[config.mk]
export PLATFORM = sky130hd
export DESIGN_NAME = pwm_auto_reload_timer
export DESIGN_NICKNAME = d
export VERILOG_FILES = /design/src/hdl/art_pkg.sv /design/src/hdl/pwm_auto_reload_timer.sv /design/src/hdl/pin_sync.sv /design/src/hdl/tap_prescaler.sv
export SDC_FILE = /design/constraint.sdc
export NUM_CORES = 1
export LEC_CHECK = 0
export BUFFER_PORTS_ARGS = -buffer_cell sky130_fd_sc_hd__buf_2
export CAP_MARGIN = 15
export CORE_ASPECT_RATIO = 1.5
export CORE_MARGIN = 3
export CORE_UTILIZATION = 50
export DETAILED_ROUTE_END_ITERATION = 10
export PLACE_DENSITY = 0.7
export SKIP_CTS_REPAIR_TIMING = 1
export SYNTH_ARGS = -nofsm -noshare
export SYNTH_HDL_FRONTEND = slang
export SYNTH_SLANG_ARGS = --single-unit
[constraint.sdc]
create_clock -name sys_clk -period 15.1 [get_ports sys_clk]
set_input_delay 3.02 -clock sys_clk [delete_from_list [all_inputs] [get_ports sys_clk]]
set_output_delay 3.02 -clock sys_clk [all_outputs]
set_load 0.01 [all_outputs]
[src/hdl/art_pkg.sv]
// Purpose: Shared constants and types of the PWM auto-reload timer
// Assumes: APB with 32-bit data, one register per aligned word
// Notes:   Register offsets are indexes; byte address is four times the index
package art_pkg;

   // ------------------------------------------------------------
   // Register indexes
   // ------------------------------------------------------------
   localparam logic [7:0] IDX_DUTY3 = 8'h73;
   localparam logic [7:0] IDX_DUTY2 = 8'h74;
   localparam logic [7:0] IDX_DUTY1 = 8'h75;
   localparam logic [7:0] IDX_DUTY0 = 8'h76;
   localparam logic [7:0] IDX_PULSE_CTRL = 8'h77;
   localparam logic [7:0] IDX_CTRL_STATUS = 8'h78;
   localparam logic [7:0] IDX_COUNTER = 8'h79;
   localparam logic [7:0] IDX_RELOAD = 8'h7a;
   localparam logic [7:0] IDX_CAP_CTRL = 8'h7b;
   localparam logic [7:0] IDX_CAP1 = 8'h7c;
   localparam logic [7:0] IDX_CAP2 = 8'h7d;

   // ------------------------------------------------------------
   // Reset values and fixed figures
   // ------------------------------------------------------------
   localparam logic [7:0] RESET_BYTE = 8'h00;
   localparam logic [7:0] COUNT_TOP = 8'hff;
   localparam logic [6:0] PRESCALE_CLEAR = 7'h00;

   // ------------------------------------------------------------
   // Field layouts
   // ------------------------------------------------------------
   typedef struct packed {
      logic extClk;
      logic [2:0] prescaleSelect;
      logic countEnable;
      logic forceReload;
      logic overflowIrqEnable;
      logic overflowFlag;
   } ctrl_status_t;

   typedef struct packed {
      logic [3:0] outputEnable;
      logic [3:0] outputPolarity;
   } pulse_ctrl_t;

   typedef struct packed {
      logic [1:0] reserved;
      logic [1:0] edgeSelect;
      logic [1:0] irqEnable;
      logic [1:0] captureFlag;
   } cap_ctrl_t;

   typedef enum logic {
      BUS_IDLE = 1'b0,
      BUS_RESP = 1'b1
   } bus_state_t;

   // Index of a word address, or all ones when the address is not aligned or bit 11 or 10 is set
   function automatic logic [7:0] word_index(input logic [11:0] addr);
      word_index = (addr[1:0] == 2'h0 && addr[11:10] == 2'h0) ? addr[9:2] : 8'hff;
   endfunction

endpackage

[src/hdl/pwm_auto_reload_timer.sv]
// Purpose: 8-bit auto-reload timer with four PWM outputs and two captures
// Assumes: APB slave on sys_clk; haltMode is a level on the same clock
// Notes:   Registers sit at byte address four times their index
//
// Decided for this implementation: the APB slave port and the register offsets.
`timescale 1ns/1ns
`default_nettype none
module pwm_auto_reload_timer (
   input wire logic sys_clk,
   input wire logic rst_n,
   input wire logic clkEn,
   input wire logic haltMode,
   input wire logic psel,
   input wire logic penable,
   input wire logic pwrite,
   input wire logic [11:0] paddr,
   input wire logic [31:0] pwdata,
   input wire logic [3:0] pstrb,
   output logic [31:0] prdata,
   output logic pready,
   output logic pslverr,
   input wire logic extClkPin,
   input wire logic [1:0] captureInputPin,
   output logic [3:0] modulatedOutputPin,
   output logic [3:0] modulatedOutputOeN,
   output logic overflowIrq,
   output logic captureIrq,
   output logic wakeRequest
);
   // ------------------------------------------------------------
   // Register state
   // ------------------------------------------------------------
   art_pkg::ctrl_status_t ctrlReg;
   art_pkg::pulse_ctrl_t pulseReg;
   art_pkg::bus_state_t busStateReg;
   art_pkg::bus_state_t busStateNext;
   logic [7:0] counterReg;
   logic [7:0] counterNext;
   logic [7:0] reloadReg;
   logic [7:0] dutyReg [4];
   logic [7:0] compareReg [4];
   logic [7:0] compareNext [4];
   logic [1:0] edgeSelReg;
   logic [1:0] capIrqEnReg;
   logic [1:0] capFlagReg;
   logic [1:0] capFlagNext;
   logic [7:0] captureReg [2];
   logic [2:0] snapFlagReg;
   logic [3:0] pwmNext;

   // ------------------------------------------------------------
   // Bus decode
   // ------------------------------------------------------------
   logic [7:0] index;
   logic mapped;
   logic accept;
   logic fire;
   logic wrEn;
   logic rdFire;
   logic [7:0] wByte;
   logic [7:0] rdByte;

   assign index = art_pkg::word_index(paddr);
   assign mapped = (index >= art_pkg::IDX_DUTY3) && (index <= art_pkg::IDX_CAP2);
   assign accept = psel && penable && (busStateReg == art_pkg::BUS_IDLE);
   assign fire = psel && penable && (busStateReg == art_pkg::BUS_RESP);
   assign wrEn = fire && pwrite && pstrb[0] && mapped;
   assign rdFire = fire && !pwrite && mapped;
   assign wByte = pwdata[7:0];

   logic wrCtrl;
   logic wrCounter;
   logic wrReload;
   logic wrPulse;
   logic wrCapCtrl;
   logic forceLoad;
   logic rdCtrl;
   logic [1:0] rdCapture;

   assign wrCtrl = wrEn && (index == art_pkg::IDX_CTRL_STATUS);
   assign wrCounter = wrEn && (index == art_pkg::IDX_COUNTER);
   assign wrReload = wrEn && (index == art_pkg::IDX_RELOAD);
   assign wrPulse = wrEn && (index == art_pkg::IDX_PULSE_CTRL);
   assign wrCapCtrl = wrEn && (index == art_pkg::IDX_CAP_CTRL);
   assign forceLoad = wrCtrl && wByte[2];
   assign rdCtrl = rdFire && (index == art_pkg::IDX_CTRL_STATUS);
   assign rdCapture[0] = rdFire && (index == art_pkg::IDX_CAP1);
   assign rdCapture[1] = rdFire && (index == art_pkg::IDX_CAP2);

   always_comb begin
      case (index)
         art_pkg::IDX_DUTY3: rdByte = dutyReg[3];
         art_pkg::IDX_DUTY2: rdByte = dutyReg[2];
         art_pkg::IDX_DUTY1: rdByte = dutyReg[1];
         art_pkg::IDX_DUTY0: rdByte = dutyReg[0];
         art_pkg::IDX_PULSE_CTRL: rdByte = pulseReg;
         // Force reload always reads as zero
         art_pkg::IDX_CTRL_STATUS: rdByte = {ctrlReg[7:3], 1'b0, ctrlReg[1:0]};
         art_pkg::IDX_COUNTER: rdByte = counterReg;
         art_pkg::IDX_RELOAD: rdByte = reloadReg;
         art_pkg::IDX_CAP_CTRL: rdByte = {2'h0, edgeSelReg, capIrqEnReg, capFlagReg};
         art_pkg::IDX_CAP1: rdByte = captureReg[0];
         art_pkg::IDX_CAP2: rdByte = captureReg[1];
         default: rdByte = art_pkg::RESET_BYTE;
      endcase
   end

   always_comb begin
      case (busStateReg)
         art_pkg::BUS_IDLE: busStateNext = accept ? art_pkg::BUS_RESP : art_pkg::BUS_IDLE;
         art_pkg::BUS_RESP: busStateNext = fire ? art_pkg::BUS_IDLE : art_pkg::BUS_RESP;
         default: busStateNext = art_pkg::BUS_IDLE;
      endcase
   end

   // ------------------------------------------------------------
   // Pin synchronisers
   // ------------------------------------------------------------
   logic [2:0] pinRise;
   logic [2:0] pinFall;

   pin_sync #(.W(3)) u_pin_sync (
      .sys_clk(sys_clk),
      .rst_n(rst_n),
      .clkEn(clkEn),
      .pinIn({captureInputPin, extClkPin}),
      .rise(pinRise),
      .fall(pinFall)
   );

   // ------------------------------------------------------------
   // Clock source, prescaler and counter
   // ------------------------------------------------------------
   logic running;
   logic sourceTick;
   logic counterTick;
   logic overflowEvent;
   logic prescaleClear;

   // Halt stops counting; software is expected to drop count enable first
   assign running = ctrlReg.countEnable && !haltMode;
   assign sourceTick = ctrlReg.extClk ? pinRise[0] : 1'b1;
   assign prescaleClear = forceLoad || wrCounter;

   tap_prescaler u_tap_prescaler (
      .sys_clk(sys_clk),
      .rst_n(rst_n),
      .clkEn(clkEn),
      .clear(prescaleClear),
      .inTick(running && sourceTick),
      .tapSelect(ctrlReg.prescaleSelect),
      .outTick(counterTick)
   );

   assign overflowEvent = counterTick && (counterReg == art_pkg::COUNT_TOP);

   always_comb begin
      if (wrCounter) begin
         counterNext = wByte;
      end else if (forceLoad) begin
         counterNext = reloadReg;
      end else if (overflowEvent) begin
         counterNext = reloadReg;
      end else if (counterTick) begin
         counterNext = counterReg + 8'h01;
      end else begin
         counterNext = counterReg;
      end
   end

   // ------------------------------------------------------------
   // Compare and PWM levels
   // ------------------------------------------------------------
   always_comb begin
      for (int i = 0; i < 4; i++) begin
         compareNext[i] = overflowEvent ? dutyReg[i] : compareReg[i];
         // Levels track the next counter so they switch with the reload
         pwmNext[i] = (counterNext <= compareNext[i]) ^ pulseReg.outputPolarity[i];
      end
   end

   // ------------------------------------------------------------
   // Flags
   // ------------------------------------------------------------
   logic overflowNext;
   logic [1:0] captureEdge;
   logic [1:0] captureEvent;
   logic [1:0] clearCapFlag;
   logic capIrqNext;

   // A flag clears only if the read actually returned it as set
   assign overflowNext = overflowEvent || (ctrlReg.overflowFlag && !(rdCtrl && snapFlagReg[0]));
   assign captureEdge = (edgeSelReg & pinRise[2:1]) | (~edgeSelReg & pinFall[2:1]);
   assign clearCapFlag = rdCapture & snapFlagReg[2:1];
   assign captureEvent = captureEdge & (~capFlagReg | clearCapFlag);
   assign capFlagNext = captureEvent | (capFlagReg & ~clearCapFlag);
   assign capIrqNext = |(capFlagNext & capIrqEnReg);

   // ------------------------------------------------------------
   // Registers
   // ------------------------------------------------------------
   always_ff @(posedge sys_clk) begin
      if (!rst_n) begin
         busStateReg <= art_pkg::BUS_IDLE;
         prdata <= 32'h00000000;
         pready <= 1'b0;
         pslverr <= 1'b0;
         snapFlagReg <= 3'h0;
      end else if (clkEn) begin
         busStateReg <= busStateNext;
         pready <= accept;
         if (accept) begin
            prdata <= {24'h000000, rdByte};
            pslverr <= !mapped;
            snapFlagReg <= {capFlagReg, ctrlReg.overflowFlag};
         end
      end
   end

   always_ff @(posedge sys_clk) begin
      if (!rst_n) begin
         ctrlReg <= art_pkg::RESET_BYTE;
         pulseReg <= art_pkg::RESET_BYTE;
         reloadReg <= art_pkg::RESET_BYTE;
         counterReg <= art_pkg::RESET_BYTE;
      end else if (clkEn) begin
         counterReg <= counterNext;
         if (wrCtrl) begin
            ctrlReg <= {wByte[7:3], 1'b0, wByte[1], overflowNext};
         end else begin
            ctrlReg.overflowFlag <= overflowNext;
         end
         if (wrPulse) begin
            pulseReg <= wByte;
         end
         if (wrReload) begin
            reloadReg <= wByte;
         end
      end
   end

   always_ff @(posedge sys_clk) begin
      if (!rst_n) begin
         for (int i = 0; i < 4; i++) begin
            dutyReg[i] <= art_pkg::RESET_BYTE;
            compareReg[i] <= art_pkg::RESET_BYTE;
         end
      end else if (clkEn) begin
         for (int i = 0; i < 4; i++) begin
            compareReg[i] <= compareNext[i];
            if (wrEn && index == 8'(art_pkg::IDX_DUTY0 - 8'(i))) begin
               dutyReg[i] <= wByte;
            end
         end
      end
   end

   always_ff @(posedge sys_clk) begin
      if (!rst_n) begin
         edgeSelReg <= 2'h0;
         capIrqEnReg <= 2'h0;
         capFlagReg <= 2'h0;
         captureReg[0] <= art_pkg::RESET_BYTE;
         captureReg[1] <= art_pkg::RESET_BYTE;
      end else if (clkEn) begin
         capFlagReg <= capFlagNext;
         if (wrCapCtrl) begin
            edgeSelReg <= wByte[5:4];
            capIrqEnReg <= wByte[3:2];
         end
         for (int c = 0; c < 2; c++) begin
            if (captureEvent[c]) begin
               captureReg[c] <= counterReg;
            end
         end
      end
   end

   // ------------------------------------------------------------
   // Pin and request outputs
   // ------------------------------------------------------------
   always_ff @(posedge sys_clk) begin
      if (!rst_n) begin
         modulatedOutputPin <= 4'h0;
         modulatedOutputOeN <= 4'hf;
         overflowIrq <= 1'b0;
         captureIrq <= 1'b0;
         wakeRequest <= 1'b0;
      end else if (clkEn) begin
         // Levels hold during halt
         if (!haltMode) begin
            modulatedOutputPin <= pwmNext;
         end
         modulatedOutputOeN <= ~pulseReg.outputEnable;
         overflowIrq <= overflowNext && ctrlReg.overflowIrqEnable;
         captureIrq <= capIrqNext;
         wakeRequest <= haltMode && capIrqNext;
      end
   end
endmodule // pwm_auto_reload_timer
`default_nettype wire

[src/hdl/pin_sync.sv]
// Purpose: Three-stage synchroniser with agreement filter and edge pulses
// Assumes: Inputs are asynchronous to sys_clk
// Notes:   A change counts once stages two and three agree
`timescale 1ns/1ns
`default_nettype none
module pin_sync #(
   parameter int W = 1
) (
   input wire logic sys_clk,
   input wire logic rst_n,
   input wire logic clkEn,
   input wire logic [W-1:0] pinIn,
   output logic [W-1:0] rise,
   output logic [W-1:0] fall
);
   logic [W-1:0] s1Reg;
   logic [W-1:0] s2Reg;
   logic [W-1:0] s3Reg;
   logic [W-1:0] stableReg;
   logic [W-1:0] agree;
   logic [W-1:0] stableNext;

   assign agree = ~(s2Reg ^ s3Reg);
   assign stableNext = (agree & s3Reg) | (~agree & stableReg);
   assign rise = agree & s3Reg & ~stableReg;
   assign fall = agree & ~s3Reg & stableReg;

   always_ff @(posedge sys_clk) begin
      if (!rst_n) begin
         s1Reg <= '0;
         s2Reg <= '0;
         s3Reg <= '0;
         stableReg <= '0;
      end else if (clkEn) begin
         s1Reg <= pinIn;
         s2Reg <= s1Reg;
         s3Reg <= s2Reg;
         stableReg <= stableNext;
      end
   end
endmodule // pin_sync
`default_nettype wire

[src/hdl/tap_prescaler.sv]
// Purpose: Seven-bit prescaler with eight power-of-two taps
// Assumes: inTick marks one period of the selected input clock
// Notes:   Tap zero passes every input tick through
`timescale 1ns/1ns
`default_nettype none
module tap_prescaler (
   input wire logic sys_clk,
   input wire logic rst_n,
   input wire logic clkEn,
   input wire logic clear,
   input wire logic inTick,
   input wire logic [2:0] tapSelect,
   output logic outTick
);
   logic [6:0] preReg;
   logic [6:0] preNext;
   logic [6:0] mask;

   assign mask = 7'((8'h01 << tapSelect) - 8'h01);
   assign outTick = inTick && ((preReg & mask) == mask);
   assign preNext = clear ? art_pkg::PRESCALE_CLEAR : (inTick ? preReg + 7'h01 : preReg);

   always_ff @(posedge sys_clk) begin
      if (!rst_n) begin
         preReg <= art_pkg::PRESCALE_CLEAR;
      end else if (clkEn) begin
         preReg <= preNext;
      end
   end
endmodule // tap_prescaler
`default_nettype wire

==> run_results.csv, run 1 <==
group,metric,value,unit
route,drtIter0Drc,688,
timing,fmax,0.128,GHz
power,p_per_area,103,mW/mm^2
placed_design,hpwl,18200,um
timing,period_share,51.6,%
setup_path,max_stage_delay,0.80,ns
setup_path,cp_top_family,"simple AND/OR/NAND/NOR gates",
setup_path,crit_buf_inv,1,
timing,tns,0,ns
power,clkPwrFrac,44.7,%
timing,worst_pin_slew,1.04,ns
synth,synth_largest_area_cell,"edfxtp_1",
timing,fin_crit,7.79,ns
setup_path,path_common_cell,"nor2_1",
power,seq_power_share,47.3,%
setup_path,crit_chain,"buf_2 -> or4_4 -> or2_4 -> nor2_1 -> nand4_1 -> and2_1 -> mux2i_1 -> o21ai_1 -> ha_1 -> a21oi_1 -> nor2_1 -> a211oi_1 -> nor4_1 -> a211o_1 -> a211oi_2",
synth,synth-seq-cells,161,
die,die_h,169,um
synth,async_reset_ff_share,0,%
setup_path,crit_arrival,8.14,ns
power,ir_drop,0.0000853,V
power,p_leak,3.93,nW
power,p_int,0.766,mW
synth,synth-edff-count,80,
placed_design,dp_cells,1108,
die,ioPinCount,103,
power,p_sw,0.245,mW
status,outcome,"finished clean",
final_layout,diodes,0,
route,wl,25500,um
die,rows,58,
final_layout,num-nets-final,1017,
final_layout,area_growth,11.1,%
synth,synth_cell_types,69,
setup_path,endpoint_kind,"flop",
synth,synth_ff_type,"dfxtp_1",
synth,ys_seq_area_share,45.7,%
final_layout,final_area,0.00979,mm^2
die,die_area,0.0193,mm^2
synth,synth_area,0.00881,mm^2
clock_tree,clock_latency,0.43,ns
synth,yosysWarnings,0,
synth,synthTopCellsByCount,"nand2_1, dfxtp_1, edfxtp_1",
setup_path,cp_slowest_cell,"nor2_1",
clock_tree,clk_pin_slew,0.06,ns
grt,grt_pass1_wl,38700,um
grt,grt_pass1_vias,6819,
final_layout,fillers,1498,
synth,avgSynthCellArea,9.96,um^2
placed_design,portBuffers,51,
clock_tree,cts_htree_levels,4,
setup_path,cp_max_fo,13,
setup_path,startpoint_type,"input pin",
route,wire_per_inst,22.3,um
clock_tree,clockBufferDepth,2,
placed_design,post_dp_cell_area,0.00914,mm^2
synth,synthTopCellsByArea,"edfxtp_1, dfxtp_1, mux2i_1, ha_1, nand2_1",
power,swShare,24.3,%
grt,grt_start_max_net_pins,77,
die,dieWidth,114,um
synth,syn_inst,884,
grt,gr-total-overflow,0,
job,drv_cap,0,
grt,antenna_found_initial,0,
power,combPwrFrac,8.0,%
route,postRouteAntennaNets,0,
min_path,worst_hold_path_type,"reg2reg",
grt,grt.total_usage,26.7,%
setup_path,required,15.45,ns
power,power,1.01,mW
clock_tree,cts_tree,"yes",
clock_tree,clock-root-buffer,"clkbuf_16",
route,routed-via-count,7090,
route,firstDrtPassIters,7,
timing,slew_headroom,29.7,%
setup_path,worst-setup-path-type,"in2reg",
route,viasPerCell,6.20,
timing,slew_viol_final,0,
route,drc,0,
die,initial_core_util,51.6,%
timing,skew,0.0114,ns
timing,setup_viol,0,
timing,hold_slack,0.455,ns
die,coreArea,0.0171,mm^2
timing,rsz0062_at_grt,"false",
clock_tree,cts.sinks,161,
final_layout,drive_gt1_share,13.5,%
synth,yosys.area.top_type_share,27.3,%
timing,finalHoldViolations,0,
clock_tree,cts_buffers,17,
final_layout,fin_cells,1144,
synth,synth_most_common_cell,"nand2_1",
placed_design,place_congestion,0.966,
[registers in the layout, summed over array words and instances (netlist names), 3 cells and up, named ones only]
signal	cells
u_pin_sync.s2Reg	3
counterReg	7
ctrlReg	7
captureReg	16
snapFlagReg	3
pulseReg	8
compareReg	32
prdata	8
modulatedOutputPin	4
modulatedOutputOeN	4
u_pin_sync.s1Reg	3
u_tap_prescaler.preReg	7
dutyReg	32
reloadReg	8
u_pin_sync.s3Reg	3
[worst paths after layout]
path	from	cells after the start	slack (ns)	endpoint
worst min-delay path	captureIrq	1	0.46	captureIrq
worst max-delay path	paddr[1]	15	7.31	modulatedOutputPin[3]
worst max register to register	ctrlReg[4]	17	9.52	modulatedOutputPin[3]
worst min register to register	captureIrq	1	0.46	captureIrq
[area by class of cell]
| class | instances | area, um^2 | area share, % |
|---|---|---|---|
| timing repair buffer | 67 | 370 | 3.78 |
| multi-input combinational | 664 | 4470 | 45.7 |
| inverter | 10 | 37.5 | 0.384 |
| tap | 210 | 263 | 2.69 |
| clock buffer | 20 | 479 | 4.90 |
| clock inverter | 12 | 144 | 1.47 |
| sequential | 161 | 4020 | 41.1 |
[per-layer routing]
layer  part of all wire (%)  routed length (um)  vias to the layer above  track usage, %
met5                      0                   0                        -               0
met4                    7.3                1860                        0            17.1
met3                    6.6                1680                      113            4.54
met2                     50               12900                      371            46.4
met1                     36                9080                     3354            29.8
li1                       -                   -                     3252               -
[cells by family after synthesis]
| logic type | synth area share (%) |
|---|---|
| and+or+nand+nor | 19.7 |
| AOI/OAI and AO/OA | 14.8 |
| DFF | 45.7 |
| buffers and inverters | 4.69 |
| muxes | 8.58 |
| adders and majority gates | 5.40 |
| xor gates and xnor gates | 1.09 |
| other | 0.0426 |
[cell usage in the layout, fill, tap and decap left out, types with 12 or more instances in the layout]
cell / n
nand2_1: 91
dfxtp_1: 81
edfxtp_1: 80
nor2_1: 70
mux2i_1: 53
buf_2: 52
o21ai_0: 46
and2_1: 44
ha_1: 38
a21oi_1: 26
nand3_1: 25
conb_1: 24
nor2b_1: 22
a21boi_0: 20
clkbuf_16: 19
a21o_1: 16
buf_4: 12
[per-stage QoR]
stage / util [%] / setup WS [ns]
after floorplan: - / 8.13
after global placement: 53.6 / 7.09
after detailed placement: 53.6 / 7.07
after CTS: 57.2 / 7.51
after global routing: 57.4 / 7.26
final: 57.4 / 7.31
[power by group through the flow]
stage,sequential [mW],clock [mW],combinational (mW)
6_report,0.478,0.453,0.0805
4_1_cts,0.478,0.457,0.0792
5_1_grt,0.479,0.472,0.0879
3_5_place_dp,0.488,0,0.0788
2_1_floorplan,0.486,0,0.0548
3_3_place_gp,0.488,0,0.0778
No activity file was read; power rests on OpenSTA's default activity.
==> inputs of run 2 (changes only) <==
--- a/config.mk
+++ b/config.mk
@@ -5,13 +5,14 @@
 export SDC_FILE = /design/constraint.sdc
 export NUM_CORES = 1
 export LEC_CHECK = 0
+export ABC_AREA = 1
 export BUFFER_PORTS_ARGS = -buffer_cell sky130_fd_sc_hd__buf_2
 export CAP_MARGIN = 15
 export CORE_ASPECT_RATIO = 1.5
 export CORE_MARGIN = 3
 export CORE_UTILIZATION = 50
 export DETAILED_ROUTE_END_ITERATION = 10
-export PLACE_DENSITY = 0.7
+export PLACE_DENSITY = 0.73
 export SKIP_CTS_REPAIR_TIMING = 1
 export SYNTH_ARGS = -nofsm -noshare
 export SYNTH_HDL_FRONTEND = slang
==> constraint.sdc (replaced) <==
create_clock -name sys_clk -period 6.81 [get_ports sys_clk]
set_input_delay 1.362 -clock sys_clk [delete_from_list [all_inputs] [get_ports sys_clk]]
set_output_delay 1.362 -clock sys_clk [all_outputs]
set_load 0.01 [all_outputs]
==> run_results.csv, run 2 <==
group,metric,value,unit
power,ir_drop,0.000195,V
die,initial_core_util,51.4,%
clock_tree,cts_buffers,17,
setup_path,endpoint_kind,"flop",
setup_path,max_stage_delay,0.66,ns
timing,slew_viol_final,0,
timing,worst_pin_slew,0.828,ns
grt,grt_start_max_net_pins,56,
synth,synthTopCellsByArea,"edfxtp_1, dfxtp_1, nand2_1, inv_1, nor2_1",
route,firstDrtPassIters,6,
clock_tree,clk_pin_slew,0.07,ns
power,combPwrFrac,5.8,%
synth,yosysWarnings,0,
die,rows,58,
timing,fmax,0.192,GHz
timing,slew_headroom,44.8,%
clock_tree,clock_latency,0.42,ns
grt,grt.total_usage,26.8,%
synth,synthTopCellsByCount,"nand2_1, inv_1, nor2_1",
grt,grt_pass1_vias,7362,
min_path,worst_hold_path_type,"reg2reg",
clock_tree,cts_tree,"yes",
final_layout,multi_input_area,0.00385,mm^2
final_layout,fin_cells,1348,
power,seq_power_share,49.0,%
die,die_area,0.0190,mm^2
synth,synth_most_common_cell,"nand2_1",
power,swShare,23.4,%
final_layout,final_cell_mix,"nand2_1, inv_1, nor2_1, dfxtp_1, edfxtp_1",
synth,synth-edff-count,80,
route,wl,25100,um
timing,rsz0062_at_grt,"false",
final_layout,drive_gt1_share,10.4,%
timing,fin_crit,5.21,ns
placed_design,pre_cts_ws,1.25,ns
die,dieWidth,114,um
final_layout,ff_latch_area,0.00402,mm^2
clock_tree,clock-root-buffer,"clkbuf_16",
setup_path,crit_chain,"buf_2 -> nor2_2 -> nand3_2 -> nor2_4 -> inv_2 -> a21oi_2 -> nand3_2 -> nor2_8 -> nand3_2 -> nand2_1 -> nand2_1 -> nand2_1 -> a2bb2oi_1 -> ha_1 -> nand4_1 -> o21ai_0 -> o31ai_1 -> inv_1 -> nand2_1 -> nand2_1 -> nand2_1 -> nand3_1 -> nand2_1 -> inv_1",
timing,skew,0.0154,ns
route,routed-via-count,7665,
synth,avgSynthCellArea,8.06,um^2
route,drc,0,
synth,yosys.area.top_type_share,27.6,%
final_layout,fillers,1577,
setup_path,worst-setup-path-type,"in2reg",
final_layout,area_growth,10.8,%
grt,antenna_found_initial,0,
timing,setup_ws,1.60,ns
setup_path,path_common_cell,"nand2_1",
synth,synth_cell_types,53,
power,p_per_area,224,mW/mm^2
final_layout,diodes,0,
setup_path,startpoint_type,"input pin",
die,ioPinCount,103,
timing,setup_viol,0,
grt,gr-total-overflow,0,
grt,grt_pass1_wl,39200,um
power,clkPwrFrac,45.1,%
synth,synth_area,0.00869,mm^2
synth,async_reset_ff_share,0,%
placed_design,portBuffers,51,
power,p_leak,4.21,nW
power,p_sw,0.506,mW
clock_tree,cts.sinks,161,
final_layout,top_regs,"compareReg x32, dutyReg x32, captureReg x16",
final_layout,final_area,0.00963,mm^2
timing,finalHoldViolations,0,
route,postRouteAntennaNets,0,
placed_design,dp_cells,1316,
placed_design,hpwl,18900,um
timing,period_share,76.5,%
setup_path,cp_slowest_cell,"a2bb2oi_1",
setup_path,required,7.14,ns
route,wire_per_inst,18.7,um
die,coreArea,0.0169,mm^2
synth,syn_inst,1078,
timing,tns,0,ns
route,drtIter0Drc,667,
die,die_h,167,um
clock_tree,clockBufferDepth,2,
synth,synth_largest_area_cell,"edfxtp_1",
setup_path,crit_arrival,5.54,ns
final_layout,final_common_cell,"nand2_1",
job,drv_cap,0,
clock_tree,cts_htree_levels,4,
route,viasPerCell,5.69,
synth,synth_ff_type,"dfxtp_1",
synth,ys_seq_area_share,46.3,%
power,p_int,1.65,mW
timing,hold_slack,0.443,ns
status,outcome,"finished clean",
setup_path,cp_max_fo,14,
placed_design,post_dp_cell_area,0.00903,mm^2
final_layout,num-nets-final,1221,
placed_design,place_congestion,0.971,
synth,synth-seq-cells,161,
[run 2: final cells by class]
cell class	instances	area share [%]
clock buffers	21	4.90
inverters	155	6.07
well taps	210	2.73
clock inverters	11	1.31
flip-flops and latches	161	41.8
multi-input cells	732	40.0
repair buffers	58	3.20
[run 2: worst max-delay path: cells and delay by family]
| kind | cells | cell delay [ns] |
|---|---|---|
| adders and majority gates | 1 | 0.37 |
| and+or+nand+nor | 15 | 2.28 |
| AOI/OAI and AO/OA | 4 | 1.16 |
| buffers and inverters | 4 | 0.35 |
[run 2: metal layers]
layer	GRT usage, %	vias up	routed length, um
li1	-	3664	-
met1	30.2	3536	8970
met2	46.9	375	12800
met3	3.33	90	1660
met4	17.2	0	1690
met5	0	-	0
[run 2: path summary, 6_finish.rpt]
| path | startpoint | to | slack, ns | cells past startpoint |
|---|---|---|---|---|
| setup / recovery | paddr[11] | modulatedOutputPin[3] | 1.60 | 24 |
| hold / removal | u_tap_prescaler.preReg[6] | u_tap_prescaler.preReg[6] | 0.44 | 1 |
| setup reg to reg | ctrlReg[6] | modulatedOutputPin[3] | 2.03 | 25 |
| hold reg to reg | u_tap_prescaler.preReg[6] | u_tap_prescaler.preReg[6] | 0.44 | 1 |
[run 2: cells by family after synthesis]
group                      synth area share [%]
other                                    0.0432
xor gates and xnor gates                  0.706
AOI/OAI and AO/OA                          14.4
DFF                                        46.3
buffers and inverters                      10.4
muxes                                     0.115
and+or+nand+nor                            22.6
adders and majority gates                  5.47
[run 2: power by group through the flow]
stage                     combinational [mW]  clock (mW)  sequential, mW
after floorplan                       0.0921           0            1.08
after global placement                 0.122           0            1.08
after detailed placement               0.125           0            1.08
after CTS                              0.125       0.974            1.06
after global routing                   0.142        1.02            1.06
final                                  0.126       0.974            1.06
[run 2: stage by stage]
step / power (mW) / utilization [%]
finish: 2.16 / 56.9
global route: 2.23 / 56.9
CTS: 2.16 / 56.9
detailed placement: 1.20 / 53.4
global placement: 1.20 / 53.4
floorplan: 1.17 / -
